## config.mk

```make
export PLATFORM = sky130hd
export DESIGN_NAME = sbpc_config
export DESIGN_NICKNAME = d
export VERILOG_FILES = /design/src/common/sbpc_pkg.sv /design/src/verilog/sbpc_config.sv /design/src/verilog/sbpc_brownout_chan.sv
export SDC_FILE = /design/constraint.sdc
export NUM_CORES = 1
export LEC_CHECK = 0
export ABC_AREA = 1
export BUFFER_PORTS_ARGS = -buffer_cell sky130_fd_sc_hd__clkbuf_2
export CORE_MARGIN = 2
export CORE_UTILIZATION = 50
export CTS_CLUSTER_DIAMETER = 150
export DETAILED_ROUTE_END_ITERATION = 12
export PLACE_DENSITY_LB_ADDON = 0.2
export SLEW_MARGIN = 20
export SYNTH_ARGS = -nofsm -noshare
export SYNTH_HDL_FRONTEND = slang
export SYNTH_HIERARCHICAL = 1
export SYNTH_SLANG_ARGS = --single-unit
```

## constraint.sdc

```tcl
create_clock -name clk -period 2 [get_ports clk]
set_input_delay 0.1 -clock clk [delete_from_list [all_inputs] [get_ports clk]]
set_output_delay 0.1 -clock clk [all_outputs]
set_load 0.01 [all_outputs]
```

## src/common/sbpc_pkg.sv

```systemverilog
// Constants for the supply brownout and port configuration byte.
// Assumes a single 25 MHz clock domain and an 8-bit config bus.
package sbpc_pkg;
    // Configuration address of the byte
    localparam logic [7:0] SBPC_CFG_ADDR      = 8'h7E;
    // Field positions
    localparam int         SBPC_DIG_LVL_HI    = 7;
    localparam int         SBPC_DIG_LVL_LO    = 6;
    localparam int         SBPC_ANA_LVL_HI    = 5;
    localparam int         SBPC_ANA_LVL_LO    = 4;
    localparam int         SBPC_ANA_OFF_BIT   = 3;
    localparam int         SBPC_DIG_OFF_BIT   = 2;
    localparam int         SBPC_P0_GPIO_BIT   = 1;
    localparam int         SBPC_P23_GPIO_BIT  = 0;
    // Erased / default value: all fields at their defaults
    localparam logic [7:0] SBPC_RESET_VALUE   = 8'hFF;
    // Read data for unmapped configuration addresses
    localparam logic [7:0] SBPC_UNMAPPED_DATA = 8'h00;

    // Trip level codes
    typedef enum logic [1:0] {
        SBPC_LVL_4V5 = 2'b00,
        SBPC_LVL_4V2 = 2'b01,
        SBPC_LVL_2V7 = 2'b10,
        SBPC_LVL_2V5 = 2'b11
    } sbpc_level_t;

    // Device operating modes
    typedef enum logic [1:0] {
        SBPC_MODE_USER     = 2'b00,
        SBPC_MODE_SER_PROG = 2'b01,
        SBPC_MODE_PAR_PROG = 2'b10,
        SBPC_MODE_RSVD     = 2'b11
    } sbpc_mode_t;

    // One-hot select of the monitor comparator for a level code
    function automatic logic sbpc_below(input logic [1:0] lvl,
                                        input logic [3:0] below_vec);
        sbpc_below = below_vec[lvl];
    endfunction : sbpc_below
endpackage : sbpc_pkg

```

## src/verilog/sbpc_config.sv

```systemverilog
// Supply brownout and port configuration byte with indirect access.
// Assumes the core drives config_address_sfr / config_data_sfr access
// strobes synchronously and supply comparators are synchronised.
`timescale 1ns/100ps

module sbpc_config
    import sbpc_pkg::*;
(
    input  wire logic       clk,
    input  wire logic       reset_n,
    input  wire logic [1:0] device_mode,
    input  wire logic [7:0] config_address_sfr,
    input  wire logic [7:0] config_wdata,
    input  wire logic       config_wr,
    input  wire logic       config_rd,
    input  wire logic [3:0] dig_below,
    input  wire logic [3:0] ana_below,
    output logic [7:0]      config_data_sfr,
    output logic [1:0]      digital_brownout_level,
    output logic [1:0]      analog_brownout_level,
    output logic            analog_brownout_reset_off,
    output logic            digital_brownout_reset_off,
    output logic            port_zero_gpio_select,
    output logic            upper_ports_gpio_select,
    output logic            p0_ext_bus_en,
    output logic            p2_ext_bus_en,
    output logic            p3_strobe_en,
    output logic            brownout_reset,
    output logic            write_rejected
);
    logic [7:0] supply_and_port_config_q;
    logic       prog_mode;
    logic       hit;
    logic       dig_bo;
    logic       ana_bo;
    logic       dig_trip;
    logic       ana_trip;

    // Programming modes unlock the byte
    assign prog_mode = (device_mode == SBPC_MODE_SER_PROG)
                    || (device_mode == SBPC_MODE_PAR_PROG);
    assign hit       = (config_address_sfr == SBPC_CFG_ADDR);

    // Byte reloaded with the erased value on reset; only programming modes may change it
    always_ff @(posedge clk or negedge reset_n) begin
        if (!reset_n) begin
            supply_and_port_config_q <= SBPC_RESET_VALUE;
        end else if (config_wr && hit && prog_mode) begin
            supply_and_port_config_q <= config_wdata;
        end
    end

    // Flag for a write attempted outside programming modes
    always_ff @(posedge clk or negedge reset_n) begin
        if (!reset_n) begin
            write_rejected <= 1'b0;
        end else begin
            write_rejected <= config_wr && hit && !prog_mode;
        end
    end

    // Indirect read port, any mode
    always_ff @(posedge clk or negedge reset_n) begin
        if (!reset_n) begin
            config_data_sfr <= SBPC_UNMAPPED_DATA;
        end else if (config_rd) begin
            config_data_sfr <= hit ? supply_and_port_config_q
                                   : SBPC_UNMAPPED_DATA;
        end
    end

    // Field decode to registered outputs
    always_ff @(posedge clk or negedge reset_n) begin
        if (!reset_n) begin
            digital_brownout_level     <= SBPC_LVL_2V5;
            analog_brownout_level      <= SBPC_LVL_2V5;
            analog_brownout_reset_off  <= 1'b1;
            digital_brownout_reset_off <= 1'b1;
            port_zero_gpio_select      <= 1'b1;
            upper_ports_gpio_select    <= 1'b1;
        end else begin
            digital_brownout_level     <= supply_and_port_config_q[
                SBPC_DIG_LVL_HI:SBPC_DIG_LVL_LO];
            analog_brownout_level      <= supply_and_port_config_q[
                SBPC_ANA_LVL_HI:SBPC_ANA_LVL_LO];
            analog_brownout_reset_off  <=
                supply_and_port_config_q[SBPC_ANA_OFF_BIT];
            digital_brownout_reset_off <=
                supply_and_port_config_q[SBPC_DIG_OFF_BIT];
            port_zero_gpio_select      <=
                supply_and_port_config_q[SBPC_P0_GPIO_BIT];
            upper_ports_gpio_select    <=
                supply_and_port_config_q[SBPC_P23_GPIO_BIT];
        end
    end

    // Port function enables
    always_ff @(posedge clk or negedge reset_n) begin
        if (!reset_n) begin
            p0_ext_bus_en <= 1'b0;
            p2_ext_bus_en <= 1'b0;
            p3_strobe_en  <= 1'b0;
        end else begin
            p0_ext_bus_en <= !supply_and_port_config_q[SBPC_P0_GPIO_BIT];
            p2_ext_bus_en <= !supply_and_port_config_q[SBPC_P23_GPIO_BIT];
            p3_strobe_en  <= !supply_and_port_config_q[SBPC_P0_GPIO_BIT]
                || !supply_and_port_config_q[SBPC_P23_GPIO_BIT];
        end
    end

    // Brownout channels
    sbpc_brownout_chan u_dig (
        .clk        (clk),
        .reset_n    (reset_n),
        .level_sel  (supply_and_port_config_q[
                         SBPC_DIG_LVL_HI:SBPC_DIG_LVL_LO]),
        .reset_off  (supply_and_port_config_q[SBPC_DIG_OFF_BIT]),
        .below_vec  (dig_below),
        .brownout_q (dig_bo)
    );
    sbpc_brownout_chan u_ana (
        .clk        (clk),
        .reset_n    (reset_n),
        .level_sel  (supply_and_port_config_q[
                         SBPC_ANA_LVL_HI:SBPC_ANA_LVL_LO]),
        .reset_off  (supply_and_port_config_q[SBPC_ANA_OFF_BIT]),
        .below_vec  (ana_below),
        .brownout_q (ana_bo)
    );

    // System reset request held while either enabled channel sees low supply
    always_ff @(posedge clk or negedge reset_n) begin
        if (!reset_n) begin
            brownout_reset <= 1'b0;
        end else begin
            brownout_reset <= dig_bo || ana_bo;
        end
    end

    // Enabled channel whose selected comparator sees low supply
    assign dig_trip = !supply_and_port_config_q[SBPC_DIG_OFF_BIT]
        && sbpc_below(supply_and_port_config_q[
               SBPC_DIG_LVL_HI:SBPC_DIG_LVL_LO], dig_below);
    assign ana_trip = !supply_and_port_config_q[SBPC_ANA_OFF_BIT]
        && sbpc_below(supply_and_port_config_q[
               SBPC_ANA_LVL_HI:SBPC_ANA_LVL_LO], ana_below);

    // Assertions
    property p_write_locked;
        @(posedge clk) disable iff (!reset_n)
        (config_wr && !prog_mode) |=> $stable(supply_and_port_config_q);
    endproperty
    a_write_locked: assert property (p_write_locked)
        else $error("config changed outside programming mode");

    property p_write_taken;
        @(posedge clk) disable iff (!reset_n)
        (config_wr && hit && prog_mode)
            |=> supply_and_port_config_q == $past(config_wdata);
    endproperty
    a_write_taken: assert property (p_write_taken)
        else $error("programming write not stored");

    property p_read_data;
        @(posedge clk) disable iff (!reset_n)
        (config_rd && hit && !config_wr)
            |=> config_data_sfr == supply_and_port_config_q;
    endproperty
    a_read_data: assert property (p_read_data)
        else $error("read data wrong");

    property p_dig_level;
        @(posedge clk) disable iff (!reset_n)
        digital_brownout_level == $past(
            supply_and_port_config_q[SBPC_DIG_LVL_HI:SBPC_DIG_LVL_LO]);
    endproperty
    a_dig_level: assert property (p_dig_level)
        else $error("digital level mismatch");

    property p_ana_level;
        @(posedge clk) disable iff (!reset_n)
        analog_brownout_level == $past(
            supply_and_port_config_q[SBPC_ANA_LVL_HI:SBPC_ANA_LVL_LO]);
    endproperty
    a_ana_level: assert property (p_ana_level)
        else $error("analog level mismatch");

    property p_ana_off;
        @(posedge clk) disable iff (!reset_n)
        (supply_and_port_config_q[SBPC_ANA_OFF_BIT] && !dig_trip)
            |=> ##1 !brownout_reset;
    endproperty
    a_ana_off: assert property (p_ana_off)
        else $error("analog brownout reset while disabled");

    property p_dig_off;
        @(posedge clk) disable iff (!reset_n)
        (supply_and_port_config_q[SBPC_DIG_OFF_BIT] && !ana_trip)
            |=> ##1 !brownout_reset;
    endproperty
    a_dig_off: assert property (p_dig_off)
        else $error("digital brownout reset while disabled");

    property p_p0_bus;
        @(posedge clk) disable iff (!reset_n)
        !supply_and_port_config_q[SBPC_P0_GPIO_BIT]
            |=> p0_ext_bus_en && p3_strobe_en;
    endproperty
    a_p0_bus: assert property (p_p0_bus)
        else $error("port 0 bus not enabled");

    property p_p2_bus;
        @(posedge clk) disable iff (!reset_n)
        !supply_and_port_config_q[SBPC_P23_GPIO_BIT]
            |=> p2_ext_bus_en && p3_strobe_en;
    endproperty
    a_p2_bus: assert property (p_p2_bus)
        else $error("port 2 bus not enabled");

    property p_bo_hold;
        @(posedge clk) disable iff (!reset_n)
        dig_trip |=> ##1 brownout_reset;
    endproperty
    a_bo_hold: assert property (p_bo_hold)
        else $error("brownout reset not asserted");

    property p_ana_hold;
        @(posedge clk) disable iff (!reset_n)
        ana_trip |=> ##1 brownout_reset;
    endproperty
    a_ana_hold: assert property (p_ana_hold)
        else $error("analog brownout reset not asserted");

    c_prog_write: cover property (@(posedge clk) disable iff (!reset_n)
        config_wr && hit && prog_mode);
    c_user_write: cover property (@(posedge clk) disable iff (!reset_n)
        config_wr && hit && !prog_mode);
    c_brownout: cover property (@(posedge clk) disable iff (!reset_n)
        brownout_reset);
endmodule : sbpc_config

```

## src/verilog/sbpc_brownout_chan.sv

```systemverilog
// One supply brownout channel: picks the trip comparator and gates it.
// Assumes comparator outputs are already synchronous to clk.
`timescale 1ns/100ps
module sbpc_brownout_chan
    import sbpc_pkg::*;
(
    input  wire logic       clk,
    input  wire logic       reset_n,
    input  wire logic [1:0] level_sel,
    input  wire logic       reset_off,
    input  wire logic [3:0] below_vec,
    output logic            brownout_q
);
    // Registered brownout request, held while supply is low
    always_ff @(posedge clk or negedge reset_n) begin
        if (!reset_n) begin
            brownout_q <= 1'b0;
        end else begin
            brownout_q <= !reset_off && sbpc_below(level_sel, below_vec);
        end
    end
endmodule : sbpc_brownout_chan

```

# Word level (Yosys, flattened, before mapping)
# Cells that the tools add are included.
totals:
  ff_bits: 31
  in_bits: 30
op_classes:
  n_lt_le_gt_ge: 2
  n_eq_ne: 3
  muxes: 5
  n_reduce_logical: 13
ops:
  columns: ["op", "count"]
  rows:
  - ["$eq 8x7->1 const B", 1]
  - ["$mux 8", 1]
  - ["$lt 2x3->1 const B", 2]
  - ["$logic_and 1x1->1", 5]
  - ["$logic_not 1->1", 5]
  - ["$bmux 1 s2", 2]
  - ["$logic_or 1x1->1", 3]
  - ["$eq 2x1->1 const B", 1]
  - ["$eq 2x2->1 const B", 1]
  - ["$mux 1", 2]

# Longest topological paths before layout
logic_depth:
  word_depth: 4
  depth_mapped: 7
  ltp_nobuf: 6

# Cells and area by module
# The synthesis kept the hierarchy.
by_module_without_submodules:
  columns: ["mod", "n_inst", "cells_each", "area_each_um2"]
  rows:
  - ["sbpc_config", 1, 106, 1117.3]
  - ["sbpc_brownout_chan", 2, 14, 77.6]

# Worst setup path after synthesis
# No wires, ideal clock.
synth_timing:
  path_kind: "reg2reg"
  startpoint: "register supply_and_port_config_q[4]"
  endpoint: "register u_ana.brownout_q"
  arrival_ns: 0.820
  t_required_ns: 1.923
  setup_slack_ns: 1.103
  stages_incl_launch_ff: 5
  n_path_buf: 0
  cell_sequence: "dfstp_2 inv_1 nand2_1 nand3_1 a21oi_1"
synth_via:
  elab_chain_cells: 3
synth_lines:
  columns: ["element", "line_no", "rtl"]
  rows:
  - ["from (decl)", "sbpc_config.sv:31", "logic [7:0] supply_and_port_config_q;"]
  - ["from (signal assigned)", "sbpc_config.sv:49", "supply_and_port_config_q <= config_wdata;"]
  - ["$bmux 1 s2", "sbpc_pkg.sv:39", "sbpc_below = below_vec[lvl];"]
  - ["$mux 1 (not written as such)", "sbpc_pkg.sv:39", null]
  - ["$logic_and 1x1->1", "sbpc_brownout_chan.sv:19", "brownout_q <= !reset_off && sbpc_below(level_sel, below_vec);"]
  - ["to (signal assigned)", "sbpc_brownout_chan.sv:19", null]
  - ["to (decl)", "sbpc_brownout_chan.sv:12", "output logic brownout_q"]
# No other way between the ends. The select of a mux whose other input is x is not followed.
# A chain may end at the register's enable or synchronous reset.

# Worst setup path after layout
layout_timing:
  startpoint: "register digital_brownout_level[1]"
  endpoint: "output port digital_brownout_level[1]"
layout_lines:
  columns: ["element", "line_no", "rtl"]
  rows:
  - ["from (decl)", "sbpc_config.sv:19", "output logic [1:0] digital_brownout_level,"]
  - ["from (signal assigned)", "sbpc_config.sv:82", "digital_brownout_level <= supply_and_port_config_q["]
# No word-level cell between the ends.

==> flow_summary_export.csv <==
group,metric,value,unit
status,outcome,"completed",
timing,hold_viol_final,0,
setup_path,cp_top_family,"flip-flops",
route,wirelength_met1,1.03,mm
placement,io_buffer_count,50,
yosys,synth_nets,164,
layout,diodes,0,
clock_network,clk_pin_slew,80,ps
yosys,yosysWarnings,6,
floorplan,pin_count,51,
setup_path,cp_data_arrival_time,970,ps
layout,final_cell_area,0.00167,mm^2
timing,tightestPinTransition,707,ps
pwr,ir_drop,522,uV
route,drc,0,
worst_hold_path,worstHoldEndpoint,"u_ana/brownout_q$_DFF_PN0_",
yosys,ys_ff_latch,31,
route,wl_met2,1.32,mm
floorplan,chipHeight,54.4,um
worst_hold_path,min-delay-start,"ana_below[0]",
global_route,antenna_found_initial,0,
route,routed.top_layer,"met4",
route,via_per_inst,4.78,
setup_path,critPathBufInv,1,
timing,slew_headroom,0.528,
floorplan,dieArea,0.00296,mm^2
timing,fmax,0.937,GHz
setup_path,cp_max_fo,1,
setup_path,reg2reg_slack,980,ps
global_route,grt_use_total,0.203,
clock_network,clock-root-buffer,"clkbuf_4",
layout,num-nets-final,227,
global_route,grt_remaining_overflow,0,
global_route,grt_max_degree,32,
timing,finalSetupTns,0,ps
yosys,synthSimpleGateAreaFrac,0.228,
pwr,p_leak,0.855,nW
timing,fin_ws,933,ps
floorplan,rows,18,
placement,placed_area,0.00153,mm^2
setup_path,cp_cell_sequence,"clkbuf_2",
route,dr.pass1.iters,3,
global_route,grt_pass1_wl,4.06,mm
route,route.met3.wl,163,um
setup_path,crit_required,1900,ps
route,dr_total_vias,1089,
route,ant_nets,0,
clock_network,clockBufferDepth,2,
job,cap_violations,0,
timing,finalSetupViolCount,0,
timing,finalCritPeriodShare,0.534,
worst_hold_path,hold_path_class,"input pin to flip-flop",
route,wl,2.58,mm
clock_network,htreeDepth,2,
clock_network,clock_latency,320,ps
clock_network,post_cts_buffers,0,
yosys,synth_mux_area_frac,0,
yosys,synth_top_family_by_area,"simple AND/OR/NAND/NOR gates",
yosys,synth_top_area_share,0.330,
yosys,synth_xor_area_frac,0,
yosys,netlist_area,0.00127,mm^2
yosys,synthTopCellsByArea,"dfstp_2 33%, dfrtp_1 29%, nand2_1 9.4%",
setup_path,cp-start-kind,"flip-flop",
yosys,postSynthCellCount,134,
yosys,yosysSeqAreaShare,0.625,
yosys,avgSynthCellArea,9.50,um^2
floorplan,start_util,0.518,
setup_path,rr_worst_depth,4,
clock_network,post_cts_resized,0,
global_route,grt_pass1_vias,975,
placement,pre_cts_ws,918,ps
timing,rsz0062_at_grt,"false",
setup_path,max_stage_delay,530,ps
yosys,yosys.area.top_type,"dfstp_2",
timing,layout_min_cycle_time,1070,ps
yosys,synth_compound_area_frac,0.0423,
clock_network,cts_tree,"yes",
route,wire_per_inst,11.3,um
setup_path,crit_type,"flip-flop to primary output",
floorplan,core_area,0.00245,mm^2
clock_network,numClockSinks,31,
route,drtIter0Drc,10,
placement,place_hpwl,1.85,mm
timing,fin_skew,4.37,ps
timing,slew_viol_final,0,
clock_network,cts_buffers,5,
setup_path,cp_slowest_cell,"dfstp_2",
worst_hold_path,min_path_cells,5,
yosys,yosys.area_share.adder,0,
setup_path,r2r_end,"u_dig/brownout_q$_DFF_PN0_",
yosys,ys_types,16,
layout,drive_gt1_frac,0.394,
setup_path,critPathCaptureType,"primary output",
layout,n_fill_cell,216,
placement,globalplace.congestion,0.752,
floorplan,die_w,54.4,um
pwr,power_density,649,mW/mm^2
setup_path,r2r-start,"supply_and_port_config_q[6]$_DFFE_PN1P_",
layout,area_growth,31.5,%
-- cell type report --
type / instances / area (um^2) / share of cell area
Inverter: 28 / 105 / 0.0628
Tap cell: 30 / 37.5 / 0.0224
Multi-Input combinational cell: 72 / 344 / 0.206
Sequential cell: 31 / 796 / 0.476
Timing Repair Buffer: 59 / 340 / 0.203
Clock inverter: 1 / 5.00 / 0.00299
Clock buffer: 7 / 45.0 / 0.0269
-- placed cells by master, fill, tap and decap left out --
master          n
clkbuf_2       50
nor2_4          1
clkbuf_1        2
nor2_2          1
o21ai_2         1
or2_2           1
clkbuf_4        5
a21oi_1         2
dlygate4sd3_1   9
clkinv_2        1
dfstp_2        16
nand2_2         2
nor2_1          3
dfrtp_1        15
nand2_1        32
nand4_1        10
nand3_1        12
o21ai_0         7
inv_1          28
-- tightest hold or removal path, delay by kind of cell --
family,cells,cell delay [ps]
AOI/OAI and AO/OA,1,60
buffers and inverters,2,120
and+or+nand+nor,2,100
-- routing by layer --
metal,GRT usage,vias to the layer above
li1,-,543
met1,0.232,500
met2,0.335,38
met3,0.0492,8
met4,0.138,0
met5,0,-
-- worst max path at each step --
stage,start,endpoint,depth (start not counted),slack (ps)
final,digital_brownout_level[1]$_DFF_PN1_,digital_brownout_level[1],1,930
after CTS,digital_brownout_level[1]$_DFF_PN1_,digital_brownout_level[1],1,910
after global routing,analog_brownout_level[0]$_DFF_PN1_,analog_brownout_level[0],1,890
after global placement,device_mode[1],supply_and_port_config_q[4]$_DFFE_PN1P_,7,930
after floorplan,supply_and_port_config_q[4]$_DFFE_PN1P_,u_ana/brownout_q$_DFF_PN0_,4,1100
after detailed placement,device_mode[0],supply_and_port_config_q[6]$_DFFE_PN1P_,7,920
-- synth_stat cells --
cell type / number
nand2_1: 32
inv_1: 28
dfstp_2: 16
dfrtp_1: 15
nand3_1: 12
nand4_1: 10
o21ai_0: 7
nor2_1: 3
a21oi_1: 2
buf_6: 2
nand2_2: 2
buf_2: 1
nor2_2: 1
nor2_4: 1
o21ai_2: 1
or2_2: 1
-- through the flow --
step	util	hold WS [ps]	power (W)	std cells
after floorplan	-	-196	0.000699	134
after global placement	0.624	178	0.000748	211
after detailed placement	0.624	190	0.000753	211
after CTS	0.681	82.9	0.00110	228
after global routing	0.681	105	0.00113	228
final	0.681	91.5	0.00109	228
-- state kept, by name (all words and copies together), names as in the netlist, 2 cells and up --
signal and count:
digital_brownout_level 2, supply_and_port_config_q 8, config_data_sfr 8, analog_brownout_level 2
-- where the power goes --
part / internal [W] / switching [W]
Sequential: 0.000646 / 0.00000759
Clock: 0.000137 / 0.000195
Combinational: 0.0000465 / 0.0000542
-- cell families after synthesis --
logic type	count (synthesis)
DFF	31
and+or+nand+nor	62
buffers and inverters	31
AOI/OAI and AO/OA	10
-- timing repair --
| item | CTS | global route |
|---|---|---|
| hold endpoints to repair | 23 | 0 |
| endpoints found under the setup margin | 0 | 0 |
| hold buffers | 9 | 0 |
(Power assumes the default switching activity.)
